### src/hw/lc_pkg.sv
package lc_pkg;

	// Clock rate and the cycle count of one millisecond tick.
	localparam int unsigned CLK_HZ          = 10_000_000;
	localparam int unsigned MS_PER_S        = 1000;
	localparam int unsigned CYC_PER_MS_DEF  = CLK_HZ / MS_PER_S;

	// Test input timing, all in milliseconds.
	localparam int unsigned RESP_MS_DEF     = 20;
	localparam int unsigned T1_EXTRA_MS     = 15;
	localparam int unsigned RESTART_MAX_MS  = 800;
	localparam int unsigned SETTLE_MS_DEF   = 100;

	// Power-up self-test duration with a clear field, in milliseconds.
	localparam int unsigned STARTUP_MS_DEF  = 2000;

	// Indicator timing, in milliseconds.
	localparam int unsigned FLASH_MS        = 250;
	localparam int unsigned PULSE_PERIOD_MS = 3000;
	localparam int unsigned PULSE_LEN_MS    = 100;

	// Output readback mismatch filter, in clock cycles.
	localparam int unsigned SC_FILT_CYC_DEF = 16;

	// Width of the millisecond timers and of the readback mismatch cycle counter.
	localparam int unsigned TMR_W           = 12;
	localparam int unsigned MM_W            = 8;

	// Pattern for the irregular flash of an internal controller fault.
	localparam logic [7:0]  IRREG_PAT       = 8'hB2;

	// Input vector layout through the synchroniser.
	localparam int unsigned IN_W            = 9;
	localparam int unsigned IX_TEST         = 0;
	localparam int unsigned IX_CLEAR        = 1;
	localparam int unsigned IX_ALIGN        = 2;
	localparam int unsigned IX_CONN         = 3;
	localparam int unsigned IX_SUPPLY       = 4;
	localparam int unsigned IX_CERR         = 5;
	localparam int unsigned IX_FERR         = 6;
	localparam int unsigned IX_RBA          = 7;
	localparam int unsigned IX_RBB          = 8;

	typedef enum logic [2:0] {
		ST_SELFTEST,
		ST_RUN,
		ST_TEST,
		ST_RESTART,
		ST_SHORT,
		ST_LOWPWR,
		ST_CTRL_ERR,
		ST_FIELD_ERR
	} state_e;

endpackage

### src/hw/sync2.sv
module sync2 #(
	parameter int unsigned W = 1
) (
	input  wire logic         clk_i,
	input  wire logic         nrst_i,
	input  wire logic         en_i,
	input  wire logic [W-1:0] d_i,
	output logic      [W-1:0] q_o
);

	logic [W-1:0] meta_r;
	logic [W-1:0] meta_nxt;
	logic [W-1:0] q_nxt;

	// The first stage feeds only the second stage.
	always_comb begin
		meta_nxt = d_i;
		q_nxt    = meta_r;
	end

	// Two stages clear metastability before any logic reads a pin.
	always_ff @(posedge clk_i) begin
		if (!nrst_i) begin
			meta_r <= '0;
			q_o    <= '0;
		end else if (en_i) begin
			meta_r <= meta_nxt;
			q_o    <= q_nxt;
		end
	end

endmodule

### src/hw/light_curtain_ctrl.sv
// Contract
// - Emit only while test contact closed; indicate.
// - React to opened test within response+15ms.
// - Resume operation within 800 ms after test.
// - Power indication and ready only after self-test.
// - Self-test needs alignment, connection, clear field.
// - Intrusion turns outputs off, indicator to red.
// - Monitor both outputs for short circuits.
// - Transmitter indicators follow test contact state.
// - Transmitter internal error: flash, off, red.
// - Low supply: receiver power on, others off.
// - Outputs on: receiver power, green, red on.
// - Outputs off: flash power, green off, red.
// - Short: brief pulse each 3 s, red flashes.
// - Field error: flash power, green off, flash.
// - Controller error: irregular flash, red on.
// - Each detected error shows distinct indicators.
// - Clear field: working about two seconds after power.
module light_curtain_ctrl #(
	parameter int unsigned CYC_PER_MS  = lc_pkg::CYC_PER_MS_DEF,
	parameter int unsigned RESP_MS     = lc_pkg::RESP_MS_DEF,
	parameter int unsigned STARTUP_MS  = lc_pkg::STARTUP_MS_DEF,
	parameter int unsigned SETTLE_MS   = lc_pkg::SETTLE_MS_DEF,
	parameter int unsigned SC_FILT_CYC = lc_pkg::SC_FILT_CYC_DEF
) (
	input  wire logic clk_i,
	input  wire logic nrst_i,
	input  wire logic en_i,
	input  wire logic test_closed_i,
	input  wire logic field_clear_i,
	input  wire logic aligned_i,
	input  wire logic connected_i,
	input  wire logic supply_ok_i,
	input  wire logic ctrl_fault_i,
	input  wire logic field_fault_i,
	input  wire logic readback_a_i,
	input  wire logic readback_b_i,
	output logic      safety_switch_output_a_o,
	output logic      safety_switch_output_b_o,
	output logic      tx_emit_o,
	output logic      ready_o,
	output logic      test_active_o,
	output logic      short_fault_o,
	output logic      tx_led_pwr_o,
	output logic      tx_led_grn_o,
	output logic      tx_led_red_o,
	output logic      rx_led_pwr_o,
	output logic      rx_led_grn_o,
	output logic      rx_led_red_o
);
	import lc_pkg::*;

	localparam int unsigned PRE_W = (CYC_PER_MS > 1) ? $clog2(CYC_PER_MS) : 1;
	localparam logic [PRE_W-1:0] PRE_LAST = PRE_W'(CYC_PER_MS - 1);
	localparam logic [TMR_W-1:0] T1_T     = TMR_W'(RESP_MS + T1_EXTRA_MS);
	localparam logic [TMR_W-1:0] START_T  = TMR_W'(STARTUP_MS - 1);
	localparam logic [TMR_W-1:0] SETTLE_T = TMR_W'(SETTLE_MS - 1);
	localparam logic [TMR_W-1:0] FLASH_T  = TMR_W'(FLASH_MS - 1);
	localparam logic [TMR_W-1:0] PER_T    = TMR_W'(PULSE_PERIOD_MS - 1);
	localparam logic [TMR_W-1:0] PLEN_T   = TMR_W'(PULSE_LEN_MS);
	localparam logic [MM_W-1:0]  MM_LIM   = MM_W'(SC_FILT_CYC);
	localparam logic [TMR_W-1:0] TMR_ONE  = TMR_W'(1);
	localparam logic [MM_W-1:0]  MM_ONE   = MM_W'(1);

	logic [IN_W-1:0]  pins_w;
	logic [IN_W-1:0]  sync_w;
	logic             test_s;
	logic             clear_s;
	logic             align_s;
	logic             conn_s;
	logic             supply_s;
	logic             cerr_s;
	logic             ferr_s;
	logic             rba_s;
	logic             rbb_s;

	logic [PRE_W-1:0] pre_r;
	logic [PRE_W-1:0] pre_nxt;
	logic [TMR_W-1:0] fl_r;
	logic [TMR_W-1:0] fl_nxt;
	logic [2:0]       ph_r;
	logic [2:0]       ph_nxt;
	logic [TMR_W-1:0] pt_r;
	logic [TMR_W-1:0] pt_nxt;
	logic             ms_tick;

	state_e           st_r;
	state_e           st_nxt;
	logic [TMR_W-1:0] tmr_r;
	logic [TMR_W-1:0] tmr_nxt;
	logic [MM_W-1:0]  mm_r;
	logic [MM_W-1:0]  mm_nxt;
	logic             self_ok;
	logic             mismatch;

	logic             run_on;
	logic             flash;
	logic             irreg;
	logic             pulse;
	logic [11:0]      out_nxt;

	// All pins come from outside the clock domain.
	assign pins_w = {readback_b_i, readback_a_i, field_fault_i, ctrl_fault_i,
		supply_ok_i, connected_i, aligned_i, field_clear_i, test_closed_i};

	sync2 #(
		.W (IN_W)
	) u_sync (
		.clk_i  (clk_i),
		.nrst_i (nrst_i),
		.en_i   (en_i),
		.d_i    (pins_w),
		.q_o    (sync_w)
	);

	assign test_s   = sync_w[IX_TEST];
	assign clear_s  = sync_w[IX_CLEAR];
	assign align_s  = sync_w[IX_ALIGN];
	assign conn_s   = sync_w[IX_CONN];
	assign supply_s = sync_w[IX_SUPPLY];
	assign cerr_s   = sync_w[IX_CERR];
	assign ferr_s   = sync_w[IX_FERR];
	assign rba_s    = sync_w[IX_RBA];
	assign rbb_s    = sync_w[IX_RBB];

	// Millisecond prescaler and indicator timebases.
	// Keeping the state and indicator timers in milliseconds keeps the counters narrow.
	always_comb begin
		ms_tick = (pre_r == PRE_LAST);
		pre_nxt = ms_tick ? '0 : pre_r + PRE_W'(1);
		fl_nxt  = fl_r;
		ph_nxt  = ph_r;
		pt_nxt  = pt_r;
		if (ms_tick) begin
			fl_nxt = (fl_r == FLASH_T) ? '0 : fl_r + TMR_ONE;
			ph_nxt = (fl_r == FLASH_T) ? ph_r + 3'h1 : ph_r;
			pt_nxt = (pt_r == PER_T) ? '0 : pt_r + TMR_ONE;
		end
		flash = ph_r[0];
		irreg = IRREG_PAT[ph_r];
		pulse = (pt_r < PLEN_T);
	end

	always_ff @(posedge clk_i) begin
		if (!nrst_i) begin
			pre_r <= '0;
			fl_r  <= '0;
			ph_r  <= '0;
			pt_r  <= '0;
		end else if (en_i) begin
			pre_r <= pre_nxt;
			fl_r  <= fl_nxt;
			ph_r  <= ph_nxt;
			pt_r  <= pt_nxt;
		end
	end

	// Main sequence: self-test, run, test, restart and fault states.
	// Internal faults latch until reset because the unit must be replaced.
	always_comb begin
		st_nxt   = st_r;
		tmr_nxt  = (ms_tick && tmr_r != '1) ? tmr_r + TMR_ONE : tmr_r;
		self_ok  = align_s && conn_s && clear_s && test_s;
		mismatch = (rba_s != safety_switch_output_a_o) ||
			(rbb_s != safety_switch_output_b_o);
		mm_nxt   = mismatch ? ((mm_r == MM_LIM) ? mm_r : mm_r + MM_ONE) : '0;
		if (cerr_s) begin
			st_nxt = ST_CTRL_ERR;
		end else if (ferr_s && st_r != ST_CTRL_ERR) begin
			st_nxt = ST_FIELD_ERR;
		end else if (!supply_s && st_r != ST_CTRL_ERR &&
			st_r != ST_FIELD_ERR) begin
			st_nxt  = ST_LOWPWR;
			tmr_nxt = '0;
		end else if (mm_r == MM_LIM && (st_r == ST_RUN ||
			st_r == ST_TEST || st_r == ST_RESTART)) begin
			st_nxt  = ST_SHORT;
			tmr_nxt = '0;
		end else begin
			case (st_r)
				ST_SELFTEST: begin
					if (!self_ok) begin
						tmr_nxt = '0;
					end else if (ms_tick && tmr_r == START_T) begin
						st_nxt  = ST_RUN;
						tmr_nxt = '0;
					end
				end
				ST_RUN: begin
					if (!test_s) begin
						st_nxt  = ST_TEST;
						tmr_nxt = '0;
					end
				end
				ST_TEST: begin
					// A test shorter than t1 is stretched so it takes effect.
					if (test_s && tmr_r >= T1_T) begin
						st_nxt  = ST_RESTART;
						tmr_nxt = '0;
					end
				end
				ST_RESTART: begin
					if (!test_s) begin
						st_nxt  = ST_TEST;
						tmr_nxt = '0;
					end else if (ms_tick && tmr_r == SETTLE_T) begin
						st_nxt  = ST_RUN;
						tmr_nxt = '0;
					end
				end
				ST_SHORT: begin
					// Leave only after the wiring reads back quiet.
					if (rba_s || rbb_s) begin
						tmr_nxt = '0;
					end else if (ms_tick && tmr_r == SETTLE_T) begin
						st_nxt  = ST_SELFTEST;
						tmr_nxt = '0;
					end
				end
				ST_LOWPWR: begin
					st_nxt  = ST_SELFTEST;
					tmr_nxt = '0;
				end
				ST_CTRL_ERR: st_nxt = ST_CTRL_ERR;
				ST_FIELD_ERR: st_nxt = ST_FIELD_ERR;
				default: st_nxt = ST_SELFTEST;
			endcase
		end
	end

	always_ff @(posedge clk_i) begin
		if (!nrst_i) begin
			st_r  <= ST_SELFTEST;
			tmr_r <= '0;
			mm_r  <= '0;
		end else if (en_i) begin
			st_r  <= st_nxt;
			tmr_r <= tmr_nxt;
			mm_r  <= mm_nxt;
		end
	end

	// Outputs and indicators, decoded from the next state so that
	// every port is a flip-flop and reacts one cycle after the cause.
	always_comb begin
		run_on  = (st_nxt == ST_RUN) && clear_s && align_s;
		out_nxt = '0;
		out_nxt[0] = run_on;
		out_nxt[1] = run_on;
		out_nxt[2] = test_s && st_nxt != ST_CTRL_ERR &&
			st_nxt != ST_FIELD_ERR;
		out_nxt[3] = (st_nxt == ST_RUN || st_nxt == ST_TEST ||
			st_nxt == ST_RESTART);
		out_nxt[4] = (st_nxt == ST_TEST || st_nxt == ST_RESTART);
		out_nxt[5] = (st_nxt == ST_SHORT);
		// Lamp bits run rx red, green, power, then tx red, green, power.
		case (st_nxt)
			ST_SELFTEST: out_nxt[11:6] = 6'h00;
			ST_LOWPWR: out_nxt[11:6] = 6'h08;
			ST_RUN: out_nxt[11:6] = run_on ?
				{3'b111, !test_s, test_s, 1'b1} :
				{1'b1, 1'b0, flash, !test_s, test_s, 1'b1};
			ST_TEST,
			ST_RESTART: out_nxt[11:6] = {1'b1, 1'b0, flash,
				!test_s, test_s, 1'b1};
			ST_SHORT: out_nxt[11:6] = {flash, 1'b0, pulse,
				!test_s, test_s, 1'b1};
			ST_FIELD_ERR: out_nxt[11:6] = {flash, 1'b0, flash,
				1'b1, 1'b0, flash};
			ST_CTRL_ERR: out_nxt[11:6] = {1'b1, 1'b0, irreg,
				1'b1, 1'b0, flash};
			default: out_nxt[11:6] = 6'h00;
		endcase
	end

	always_ff @(posedge clk_i) begin
		if (!nrst_i) begin
			{rx_led_red_o, rx_led_grn_o, rx_led_pwr_o,
				tx_led_red_o, tx_led_grn_o, tx_led_pwr_o,
				short_fault_o, test_active_o, ready_o, tx_emit_o,
				safety_switch_output_b_o, safety_switch_output_a_o} <= '0;
		end else if (en_i) begin
			{rx_led_red_o, rx_led_grn_o, rx_led_pwr_o,
				tx_led_red_o, tx_led_grn_o, tx_led_pwr_o,
				short_fault_o, test_active_o, ready_o, tx_emit_o,
				safety_switch_output_b_o, safety_switch_output_a_o} <= out_nxt;
		end
	end

	emit_off_a: assert property (@(posedge clk_i) disable iff (!nrst_i)
		en_i && !test_s |=> !tx_emit_o && !tx_led_grn_o)
		else $error("emission continued with test contact open");

	test_react_a: assert property (@(posedge clk_i) disable iff (!nrst_i)
		en_i && st_r == ST_RUN && !test_s && supply_s && !cerr_s && !ferr_s
		&& mm_r != MM_LIM |=> st_r == ST_TEST && test_active_o &&
		!safety_switch_output_a_o && !safety_switch_output_b_o)
		else $error("test opening not taken in one cycle");

	restart_bound_a: assert property (@(posedge clk_i)
		disable iff (!nrst_i)
		st_r == ST_RESTART |-> tmr_r <= TMR_W'(RESTART_MAX_MS))
		else $error("restart after test exceeded its limit");

	ready_gate_a: assert property (@(posedge clk_i) disable iff (!nrst_i)
		$rose(ready_o) |-> $past(st_r) == ST_SELFTEST &&
		$past(tmr_r) == START_T && rx_led_pwr_o)
		else $error("ready raised without completed self-test");

	selftest_hold_a: assert property (@(posedge clk_i)
		disable iff (!nrst_i) en_i && !cerr_s && !ferr_s &&
		st_r == ST_SELFTEST && !self_ok |=> tmr_r == '0 && !ready_o)
		else $error("self-test advanced with bad conditions");

	intrusion_off_a: assert property (@(posedge clk_i)
		disable iff (!nrst_i)
		en_i && !clear_s |=> !safety_switch_output_a_o &&
		!safety_switch_output_b_o && !rx_led_grn_o)
		else $error("outputs on with field interrupted");

	short_catch_a: assert property (@(posedge clk_i) disable iff (!nrst_i)
		en_i && mm_r == MM_LIM && st_r == ST_RUN && supply_s && !cerr_s &&
		!ferr_s |=> short_fault_o && !safety_switch_output_a_o)
		else $error("output short not reported");

	led_on_a: assert property (@(posedge clk_i) disable iff (!nrst_i)
		safety_switch_output_a_o |-> rx_led_pwr_o && rx_led_grn_o &&
		rx_led_red_o && safety_switch_output_b_o)
		else $error("receiver indicators wrong with outputs on");

	low_supply_a: assert property (@(posedge clk_i) disable iff (!nrst_i)
		en_i && !supply_s && !cerr_s && !ferr_s && st_r != ST_CTRL_ERR &&
		st_r != ST_FIELD_ERR |=> rx_led_pwr_o && !rx_led_grn_o &&
		!rx_led_red_o)
		else $error("low supply indication wrong");

endmodule

### config.mk
export PLATFORM = sky130hd
export DESIGN_NAME = light_curtain_ctrl
export DESIGN_NICKNAME = d
export VERILOG_FILES = /design/src/hw/lc_pkg.sv /design/src/hw/sync2.sv /design/src/hw/light_curtain_ctrl.sv
export SDC_FILE = /design/constraint.sdc
export NUM_CORES = 1
export LEC_CHECK = 0
export BUFFER_PORTS_ARGS = -buffer_cell sky130_fd_sc_hd__buf_4
export CORE_ASPECT_RATIO = 1.4
export CORE_MARGIN = 3
export CORE_UTILIZATION = 65
export DETAILED_ROUTE_END_ITERATION = 8
export PLACE_DENSITY = 0.91
export SETUP_SLACK_MARGIN = 0.02
export SLEW_MARGIN = 20
export SYNTH_ARGS = -nofsm -noshare
export SYNTH_HDL_FRONTEND = slang
export SYNTH_HIERARCHICAL = 1
export SYNTH_SLANG_ARGS = --single-unit
### constraint.sdc
create_clock -name clk_i -period 4.75 [get_ports clk_i]
set_clock_uncertainty 0.05 [all_clocks]
set_input_delay 0 -clock clk_i [delete_from_list [all_inputs] [get_ports clk_i]]
set_output_delay 0 -clock clk_i [all_outputs]
set_load 0.03 [all_outputs]
==> qor.csv, run 1 <==
metric,value,unit
"Reg clk slew, reported paths",0.09,ns
Fin. Hold Viols,0,
clock share of power,41.0,%
Layout Nets,556,
H-tree levels,3,
Bufs on Longest Clock Path,2,
register area,0.00188,mm^2
first-pass GRT wire length,16700,um
row count,35,
# Post-CTS Setup Buffers,0,
critical path capture point type,register,
Crit. Startpoint,pre_r[0],
GRT Resource Usage Total,24.9,%
Overflow after GRT,0,
total power,1.58,mW
DRT Wirelength,9630,um
largest net degree at the start of global routing,50,
worst path bufs/invs,0,
"EDFF count, synth",0,
reg-to-reg critical path startpoint,pre_r[0],
Worst-Skew Late Latency,0.35,ns
Multi-input gate area,0.00244,mm^2
die height,105,um
Final Util,75.5,%
startpoint types,register,
Top delay family on crit path,simple AND/OR/NAND/NOR gates,
I/O Buffers,23,
TritonCTS clock tree,yes,
Initial DRC Count,263,
Post-synth ARST share,0,%
GP Congestion,0.930,
worst-margin pin slew,0.741,ns
slew margin rel.,50.3,%
kind of critical path,reg -> reg,
Unique masters post-synth,62,
Synthesized Nets,535,
status,completed,
clk root buf,clkbuf_8,
RSZ-0062 raised after global routing,no,
most frequent CP cell,and4_1,
Avg Synthesized Cell Area,8.77,um^2
top_reg_cell synth,dfxtp_1,
vias in the first global route,3798,
leakage,1.87,nW
final instance area,0.00502,mm^2
Final ANT Viol Nets,0,
Hold Path Class,in -> reg,
CP arrival,2.92,ns
crit-path cells,ha_1 > and4_1 > and4_1 > and4_1 > mux2i_1 > nor3b_1 > a21oi_1 > a21oi_1,
Seq pwr share,51.7,%
net switching power,0.365,mW
Ports,24,
Core Region,0.00666,mm^2
Num CTS Buffers,9,
Post-Route Setup TNS,0,ns
largest fanout on the critical path,15,
Synth Warn #,6,
Post-DP Area,0.00467,mm^2
hpwl dp,6410,um
Starting Density,67.8,%
crit-path max cell delay,0.59,ns
synthesis-stage register bit count,94,
Area Overhead vs Synth,11.3,%
Max Cap Viol,0,
Comb pwr share,7.3,%
P per Cell Area,315,mW/mm^2
final worst-path cycle share,56.4,%
Pint,1.22,mW
"Slew Viols, Final",0,
worst vdd ir,0.226,mV
die area,0.00799,mm^2
hold_sp,en_i,
sequential fraction of the synthesis area,41.7,%
slowest CP cell,and4_1,
n_diodes,0,
iteration count of the initial detailed-routing pass,5,
minimum clock period,2.68,ns
total number of vias,3793,
clock net sink count,94,
initial antenna violation count,0,
final hold slack,0.162,ns
Gate Count Post-Synth,515,
layout cell share with drive strength beyond 1,9.98,%
DR vias/cell,5.99,
Filler Cell Count,465,
die width,76.4,um
Post-route DRC,0,
switching share of total power,23.0,%
CP required,4.99,ns
WL per Instance,15.2,um
Fmax achieved,373,MHz
final setup fails,0,
Post-Syn Area,0.00451,mm^2
==> registers in the layout, summed over array words and instances, names as in the netlist, 3 cells and up <==
register,cells
fl_r,12
mm_r,8
ph_r,3
pre_r,14
pt_r,12
st_r,3
tmr_r,12
u_sync/meta_r,9
u_sync/q_o,9
==> layout by cell type (no fill, tap or decap), types with 2 or more instances in the layout <==
master / synthesis / routed
a211oi_1: 5 / 5
a21oi_1: 17 / 17
a2bb2oi_1: 2 / 2
a31oi_1: 3 / 3
and2_1: 5 / 5
and3_1: 8 / 8
and4_1: 9 / 9
buf_4: 2 / 24
bufinv_16: 0 / 3
clkbuf_8: 0 / 10
dfxtp_1: 94 / 94
dlygate4sd3_1: 0 / 10
ha_1: 8 / 8
inv_1: 13 / 13
inv_6: 0 / 2
mux2i_1: 20 / 20
nand2_1: 39 / 39
nand2b_1: 4 / 4
nand3_1: 19 / 19
nand3b_1: 2 / 2
nand4_1: 19 / 19
nor2_1: 81 / 81
nor2b_1: 24 / 24
nor3_1: 6 / 6
nor3b_1: 3 / 3
nor4_1: 2 / 2
nor4_2: 2 / 2
o21a_1: 3 / 3
o21ai_0: 18 / 18
o22ai_1: 3 / 3
o311ai_0: 2 / 2
or3_1: 5 / 5
xnor2_1: 22 / 22
xor2_1: 26 / 26
==> per-layer routing <==
metal / track usage (%) / wire length, um
met5: 0 / 0
met4: 12.6 / 311
met3: 3.53 / 333
met2: 43.8 / 4930
met1: 29.3 / 4050
==> cells in the mapped netlist (2+ instances only) <==
library cell | number | area (um^2)
dfxtp_1 | 94 | 1880
nor2_1 | 81 | 304
nand2_1 | 39 | 146
xor2_1 | 26 | 228
nor2b_1 | 24 | 150
xnor2_1 | 22 | 193
mux2i_1 | 20 | 200
nand3_1 | 19 | 95.1
nand4_1 | 19 | 119
o21ai_0 | 18 | 90.1
a21oi_1 | 17 | 85.1
inv_1 | 13 | 48.8
and4_1 | 9 | 78.8
buf_2 | 9 | 45.0
and3_1 | 8 | 50.1
clkbuf_1 | 8 | 30.0
ha_1 | 8 | 100
nor3_1 | 6 | 30.0
a211oi_1 | 5 | 37.5
and2_1 | 5 | 31.3
or3_1 | 5 | 31.3
nand2b_1 | 4 | 25.0
a31oi_1 | 3 | 18.8
nor3b_1 | 3 | 22.5
o21a_1 | 3 | 22.5
o22ai_1 | 3 | 18.8
a2bb2oi_1 | 2 | 17.5
buf_1 | 2 | 7.51
buf_4 | 2 | 15.0
buf_6 | 2 | 22.5
nand3b_1 | 2 | 15.0
nor4_1 | 2 | 12.5
nor4_2 | 2 | 25.0
o311ai_0 | 2 | 17.5
==> path summary, 6_finish.rpt <==
check	endpoint	slack (ns)	cells past startpoint
hold / removal	tx_emit_o	0.16	3
setup / recovery	irreg	2.07	8
hold reg to reg	short_fault_o	0.43	2
setup reg to reg	irreg	2.07	8
==> layout make-up <==
class / instances / area share, %
multi-input combinational: 384 / 48.7
sequential: 94 / 37.5
timing repair buffer: 34 / 5.58
clock buffer: 10 / 2.74
clock inverter: 6 / 2.29
tap: 92 / 2.29
inverter: 13 / 0.972
==> through the flow <==
step	worst slack, ns	cells
3_5_place_dp	2.16	607
5_1_grt	1.85	633
4_1_cts	2.07	633
6_report	2.07	633
3_3_place_gp	2.20	607
2_1_floorplan	2.67	515
==> worst reg2reg max path: stages (launching register included) <==
cell and delay, ns:
dfxtp_1 0.39, ha_1 0.23, and4_1 0.29, and4_1 0.59
and4_1 0.40, mux2i_1 0.26, nor3b_1 0.21, a21oi_1 0.07
a21oi_1 0.13
==> what timing repair did <==
action / in CTS / in global routing
hold buffers: 10 / 0
gates resized for setup: 0 / 0
hold endpoints to repair: 12 / 0
==> logic make-up after synthesis <==
| logic type | count (synthesis) | synth area share [%] |
|---|---|---|
| xor gates and xnor gates | 48 | 9.31 |
| buffers and inverters | 37 | 4.19 |
| muxes | 20 | 4.43 |
| DFF | 94 | 41.7 |
| AOI/OAI and AO/OA | 72 | 11.3 |
| and+or+nand+nor | 236 | 26.9 |
| adders and majority gates | 8 | 2.22 |
==> power by group through the flow <==
stage / Sequential (mW) / Combinational, mW / Clock [mW]
CTS: 0.819 / 0.113 / 0.660
finish: 0.820 / 0.115 / 0.649
floorplan: 0.836 / 0.0815 / 0
detailed placement: 0.837 / 0.105 / 0
global placement: 0.836 / 0.102 / 0
global route: 0.822 / 0.127 / 0.685
No activity file was read; power rests on OpenSTA's default activity.
==> run 2: changes to the inputs <==
--- a/config.mk
+++ b/config.mk
@@ -5,12 +5,13 @@
 export SDC_FILE = /design/constraint.sdc
 export NUM_CORES = 1
 export LEC_CHECK = 0
+export ABC_AREA = 1
 export BUFFER_PORTS_ARGS = -buffer_cell sky130_fd_sc_hd__buf_4
 export CORE_ASPECT_RATIO = 1.4
 export CORE_MARGIN = 3
-export CORE_UTILIZATION = 65
+export CORE_UTILIZATION = 61
 export DETAILED_ROUTE_END_ITERATION = 8
-export PLACE_DENSITY = 0.91
+export PLACE_DENSITY = 0.86
 export SETUP_SLACK_MARGIN = 0.02
 export SLEW_MARGIN = 20
 export SYNTH_ARGS = -nofsm -noshare
==> constraint.sdc (replaced) <==
create_clock -name clk_i -period 2.6 [get_ports clk_i]
set_clock_uncertainty 0.05 [all_clocks]
set_input_delay 0 -clock clk_i [delete_from_list [all_inputs] [get_ports clk_i]]
set_output_delay 0 -clock clk_i [all_outputs]
set_load 0.03 [all_outputs]
==> run 2 against run 1 <==
Non-clock buffer count is 13 higher. Setup slack worse by 1.8 ns. Register-to-register slack worse by 1.8 ns. Sequential share of layout area is 3.3 points lower. Die area is 15% higher. Sequential power is 84% higher. Wire length is 16% higher.
==> qor.csv, run 2 <==
metric,value,unit,change
largest net degree at the start of global routing,46,,-8.0%
Bufs on Longest Clock Path,2,,unchanged
Num CTS Buffers,9,,unchanged
final setup fails,0,,unchanged
hold_sp,tx_led_grn_o,,
worst path bufs/invs,1,,+1
Hold Path Class,reg -> reg,,
kind of critical path,reg -> reg,,
clk root buf,clkbuf_8,,
Gate Count Post-Synth,719,,+40%
slew margin rel.,43.9,%,-6.4 points
final hold slack,0.422,ns,+0.261 ns
critical path capture point type,register,,
CP required,2.81,ns,-2.18 ns
Post-synth ARST share,0,%,unchanged
Worst-Skew Late Latency,0.37,ns,+0.02 ns
Post-Route Setup TNS,0,ns,unchanged
die area,0.00917,mm^2,+15%
Ports,24,,unchanged
"Reg clk slew, reported paths",0.09,ns,about the same
Unique masters post-synth,45,,-27%
Layout Nets,779,,+40%
hpwl dp,7640,um,+19%
Crit. Startpoint,pre_r[1],,
Top reg by flops,pre_r,,
n_diodes,0,,unchanged
post-place setup slack,0.283,ns,-1.88 ns
die height,112,um,+7.2%
DR vias/cell,5.45,,-9.0%
Final ANT Viol Nets,0,,unchanged
Area Overhead vs Synth,12.4,%,
largest fanout on the critical path,5,,-10
clock net sink count,94,,unchanged
Avg Synthesized Cell Area,6.83,um^2,-22%
Seq pwr share,55.3,%,+3.6 points
worst vdd ir,0.409,mV,+81%
Synth Warn #,6,,unchanged
Top delay family on crit path,simple AND/OR/NAND/NOR gates,,
TritonCTS clock tree,yes,,
crit-path cells,ha_2 > nand2_1 > nor2_1 > nand2_1 > nor2_4 > nand3_1 > nand3_1 > nand2_1 > nand2_1 > nor2_4 > nand2_1 > a21oi_1 > dlygate4sd3_1,,
status,completed,,
Pint,2.01,mW,+65%
die width,81.8,um,+7.0%
most common cell in the netlist,nand2_1,,
layout cell share with drive strength beyond 1,12.0,%,+2.1 points
final worst-path cycle share,90.6,%,+34 points
reg-to-reg critical path endpoint,short_fault_o,,
net switching power,0.711,mW,+95%
Overflow after GRT,0,,unchanged
I/O Buffers,23,,unchanged
Starting Density,62.9,%,-4.9 points
Worst path depth,13,,+5
sequential fraction of the synthesis area,38.3,%,-3.3 points
Max Cap Viol,0,,unchanged
"EDFF count, synth",0,,unchanged
initial antenna violation count,0,,unchanged
synth top area cells,"dfxtp_1 (38%), nand2_1 (12%), nor2_1 (8.7%)",,
P per Cell Area,494,mW/mm^2,+57%
Hold Path Sink,tx_led_grn_o,,
Yosys top cell by area,dfxtp_1,,
row count,38,,+8.6%
Synthesized Nets,739,,+38%
most instantiated cells after synthesis,"nand2_1 (159), nor2_1 (114), dfxtp_1 (94), inv_1 (91), a21oi_1 (42)",,
most frequent CP cell,nand2_1,,
minimum clock period,2.35,ns,-0.326 ns
H-tree levels,3,,unchanged
first-pass GRT wire length,19200,um,+15%
crit-path max cell delay,0.56,ns,-0.03 ns
worst reg2reg path depth,13,,+5
startpoint types,register,,
Core Region,0.00780,mm^2,+17%
clock share of power,33.7,%,-7.3 points
leakage,2.32,nW,+24%
RSZ-0062 raised after global routing,no,,
GRT Resource Usage Total,26.2,%,+1.3 points
reg-to-reg critical path startpoint,pre_r[1],,
iteration count of the initial detailed-routing pass,5,,unchanged
Initial DRC Count,288,,+9.5%
"commonest non-fill, non-tap cells in the layout","nand2_1 (159), nor2_1 (114), dfxtp_1 (92)",,
total number of vias,4713,,+24%
slowest CP cell,dlygate4sd3_1,,
Yosys top cell area share,38.3,%,-3.3 points
"Slew Viols, Final",0,,unchanged
top_reg_cell synth,dfxtp_1,,
vias in the first global route,4557,,+20%
Post-Syn Area,0.00491,mm^2,+8.7%
Post-route DRC,0,,unchanged
Fmax achieved,425,MHz,+14%
WL per Instance,12.9,um,-15%
switching share of total power,26.1,%,+3.1 points
Fin. Hold Viols,0,,unchanged
hold path depth,2,,-1
worst-margin pin slew,0.841,ns,+0.100 ns
Setup WS post-layout,0.245,ns,-1.82 ns
Comb pwr share,11.0,%,+3.7 points
synthesis-stage register bit count,94,,unchanged
GP Congestion,0.887,,-4.7%
CP arrival,2.56,ns,-0.36 ns
FF-to-FF setup slack,0.25,ns,-1.82 ns
DRT Wirelength,11200,um,+16%
Largest register FFs,14,,unchanged
"most common cell after layout, fill and taps aside",nand2_1,,
==> run 2: through the flow <==
stage               instance area, um^2  std cells  utilization, %  power, mW
floorplan                          4910        719               -       1.73
global placement                   5110        827            65.5       1.79
detailed placement                 5110        827            65.5       1.80
CTS                                5500        864            70.6       2.73
global route                       5520        864            70.7       2.83
finish                             5520        864            70.7       2.72
==> run 2: cells by family after synthesis <==
kind of cell	Yosys count	share of synthesized area, %
xor gates and xnor gates	15	2.68
DFF	94	38.3
buffers and inverters	126	10.8
AOI/OAI and AO/OA	95	10.9
adders and majority gates	8	2.04
and+or+nand+nor	381	35.3
==> run 2: worst max path at each step <==
stage,to
3_5_place_dp,fl_r[6]
4_1_cts,short_fault_o
3_3_place_gp,fl_r[9]
6_report,short_fault_o
2_1_floorplan,fl_r[6]
5_1_grt,short_fault_o
==> run 2: power by group through the flow <==
stage	combinational [mW]	clock (mW)	sequential [mW]
3_3_place_gp	0.255	0	1.53
6_report	0.300	0.918	1.51
5_1_grt	0.336	0.989	1.51
4_1_cts	0.291	0.934	1.50
3_5_place_dp	0.263	0	1.54
2_1_floorplan	0.183	0	1.55
==> run 2: metal layers <==
metal  vias up  share of wire (%)  GRT usage [%]  wire length (um)
met2       154                 52           45.2              5840
met5         -                  0              0                 0
met4         0                2.3           12.9               262
li1       2369                  -              -                 -
met3        24                5.0           4.57               560
met1      2166                 40           30.4              4500
==> run 2: layout make-up <==
cell class                      count  area, um^2
Fill cell                         620        2280
Clock buffer                       13         169
Clock inverter                      3        17.5
Tap cell                          100         125
Sequential cell                    94        1880
Inverter                          108         405
Timing Repair Buffer               47         405
Multi-Input combinational cell    499        2510
==> run 2: timing repair <==
action	in CTS	in global routing
resized for setup	0	5
buffers inserted	0	0
hold buffers	21	0
endpoints found under the setup margin	0	3
hold endpoints to repair	25	0
==> run 2: worst register-to-register path, delay by kind of cell, from the launching register on <==
kind	cells	cell delay, ns
AOI/OAI and AO/OA	1	0.06
adders and majority gates	1	0.20
buffers and inverters	1	0.56
DFF	1	0.36
and+or+nand+nor	10	1.01
==> run 3: changes to the inputs <==
--- a/config.mk
+++ b/config.mk
@@ -7,11 +7,11 @@
 export LEC_CHECK = 0
 export ABC_AREA = 1
 export BUFFER_PORTS_ARGS = -buffer_cell sky130_fd_sc_hd__buf_4
+export CAP_MARGIN = 5
 export CORE_ASPECT_RATIO = 1.4
-export CORE_MARGIN = 3
-export CORE_UTILIZATION = 61
+export CORE_UTILIZATION = 66
 export DETAILED_ROUTE_END_ITERATION = 8
-export PLACE_DENSITY = 0.86
+export PLACE_DENSITY = 0.92
 export SETUP_SLACK_MARGIN = 0.02
 export SLEW_MARGIN = 20
 export SYNTH_ARGS = -nofsm -noshare
==> constraint.sdc (replaced) <==
create_clock -name clk_i -period 3 [get_ports clk_i]
set_clock_uncertainty 0.05 [all_clocks]
set_input_delay 0 -clock clk_i [delete_from_list [all_inputs] [get_ports clk_i]]
set_output_delay 0 -clock clk_i [all_outputs]
set_load 0.03 [all_outputs]
==> run 3 against run 2 <==
Power decreased by 9.3%. Maximum frequency decreased by 4.6%. Sequential share of layout area increased by 0.063 points.
==> qor.csv, run 3 (synthesized netlist as in run 2, its figures left out) <==
metric,value,unit,change
CP arrival,2.74,ns,+0.18 ns
startpoint types,register,,
first-pass GRT wire length,19900,um,+3.6%
total power,2.47,mW,-9.3%
Bufs on Longest Clock Path,2,,unchanged
largest net degree at the start of global routing,40,,-13%
worst path bufs/invs,2,,+1
worst vdd ir,0.385,mV,-5.9%
Post-route DRC,0,,unchanged
slowest CP cell,dlygate4sd3_1,,
Top reg by flops,pre_r,,
reg-to-reg critical path startpoint,pre_r[0],,
reg-to-reg critical path endpoint,test_active_o,,
Num CTS Buffers,9,,unchanged
Post-CTS Resized,0,,unchanged
vias in the first global route,4658,,+2.2%
CP required,3.27,ns,+0.46 ns
initial antenna violation count,0,,unchanged
Top delay family on crit path,simple AND/OR/NAND/NOR gates,,
GP Congestion,0.933,,+5.2%
die width,74.9,um,-8.5%
Hold Path Class,reg -> reg,,
crit-path max cell delay,0.55,ns,about the same
die area,0.00779,mm^2,-15%
post-place setup slack,0.636,ns,+0.353 ns
Initial DRC Count,319,,+11%
Post-Route Setup TNS,0,ns,unchanged
critical path capture point type,register,,
Core Region,0.00707,mm^2,-9.3%
RSZ-0062 raised after global routing,no,,
iteration count of the initial detailed-routing pass,7,,+2
Ports,24,,unchanged
Largest register FFs,14,,unchanged
row count,36,,-5.3%
Hold Path Sink,mm_r[6],,
Final ANT Viol Nets,0,,unchanged
final hold slack,0.408,ns,-0.0142 ns
FF-to-FF setup slack,0.53,ns,+0.29 ns
leakage,2.32,nW,+0.23%
minimum clock period,2.47,ns,+0.113 ns
slew margin rel.,45.4,%,+1.5 points
"Reg clk slew, reported paths",0.09,ns,about the same
Max Cap Viol,0,,unchanged
hold path depth,1,,-1
final worst-path cycle share,82.3,%,-8.3 points
"most common cell after layout, fill and taps aside",nand2_1,,
DRT Wirelength,12000,um,+7.7%
status,completed,,
WL per Instance,14.0,um,+8.7%
worst-margin pin slew,0.818,ns,-0.0227 ns
Layout Nets,777,,-0.26%
H-tree levels,3,,unchanged
Setup WS post-layout,0.532,ns,+0.287 ns
Area Overhead vs Synth,12.0,%,
Filler Cell Count,486,,-22%
Fin. Hold Viols,0,,unchanged
Starting Density,69.4,%,+6.5 points
dpl cells,820,,-0.85%
layout cell share with drive strength beyond 1,11.2,%,-0.87 points
Worst-Skew Late Latency,0.38,ns,about the same
"Slew Viols, Final",0,,unchanged
register area,0.00188,mm^2,-0.13%
crit-path cells,ha_1 > nand2_1 > nor2_1 > nand2_1 > nor2_4 > nand2_1 > o21bai_2 > nand3_4 > inv_2 > nand2_1 > a21oi_1 > dlygate4sd3_1,,
most frequent CP cell,nand2_1,,
clock net sink count,94,,unchanged
n_diodes,0,,unchanged
worst reg2reg path depth,12,,-1
die height,104,um,-7.2%
largest fanout on the critical path,9,,+4
TritonCTS clock tree,yes,,
clk root buf,clkbuf_8,,
final cell count without fillers,856,,-0.93%
I/O Buffers,23,,unchanged
P per Cell Area,450,mW/mm^2,-9.0%
Multi-input gate area,0.00250,mm^2,-0.40%
total number of vias,4877,,+3.5%
"commonest non-fill, non-tap cells in the layout","nand2_1 (159), nor2_1 (114), dfxtp_1 (94)",,
DR vias/cell,5.70,,+4.4%
final setup fails,0,,unchanged
Fmax achieved,405,MHz,-4.6%
GRT Resource Usage Total,32.7,%,+6.5 points
hold_sp,mm_r[6],,
kind of critical path,reg -> reg,,
Overflow after GRT,0,,unchanged
hpwl dp,7600,um,-0.41%
run 3: how the worst max path moves through the flow:
stage / slack, ns / endpoint / depth (start not counted) / from
floorplan: 1.21 / fl_r[6] / 11 / pre_r[0]
global placement: 0.78 / tmr_r[8] / 12 / pre_r[0]
detailed placement: 0.64 / tmr_r[0] / 12 / pre_r[0]
CTS: 0.60 / tmr_r[0] / 12 / pre_r[0]
global route: 0.26 / tmr_r[7] / 12 / pre_r[0]
finish: 0.53 / test_active_o / 12 / pre_r[0]
run 3: metal layers:
layer / wire (um) / GRT usage (%) / vias to the layer above
met5: 0 / 0 / -
met4: 534 / 21.4 / 0
met3: 618 / 4.36 / 66
met2: 6230 / 55.9 / 215
met1: 4640 / 36.4 / 2234
li1: - / - / 2362
run 3: power breakdown:
group	total [mW]	internal [mW]	switching, mW
registers	1.31	1.28	0.0282
clock network	0.898	0.461	0.437
logic	0.266	0.0949	0.171
run 3: cell type report:
| cell class | instances | share of cell area, % |
|---|---|---|
| Clock buffer | 10 | 2.32 |
| Clock inverter | 5 | 1.37 |
| Inverter | 108 | 7.37 |
| Multi-Input combinational cell | 499 | 45.4 |
| Sequential cell | 94 | 34.2 |
| Tap cell | 95 | 2.16 |
| Timing Repair Buffer | 45 | 7.10 |
run 3: timing repair:
action	in CTS	in global routing
hold buffers	21	0
setup buffers	0	0
endpoints found under the hold margin	25	0
run 3: through the flow:
step / area (um^2) / util [%]
detailed placement: 5080 / 71.9
finish: 5500 / 77.7
floorplan: 4910 / -
global placement: 5080 / 71.9
global route: 5500 / 77.7
CTS: 5500 / 77.7
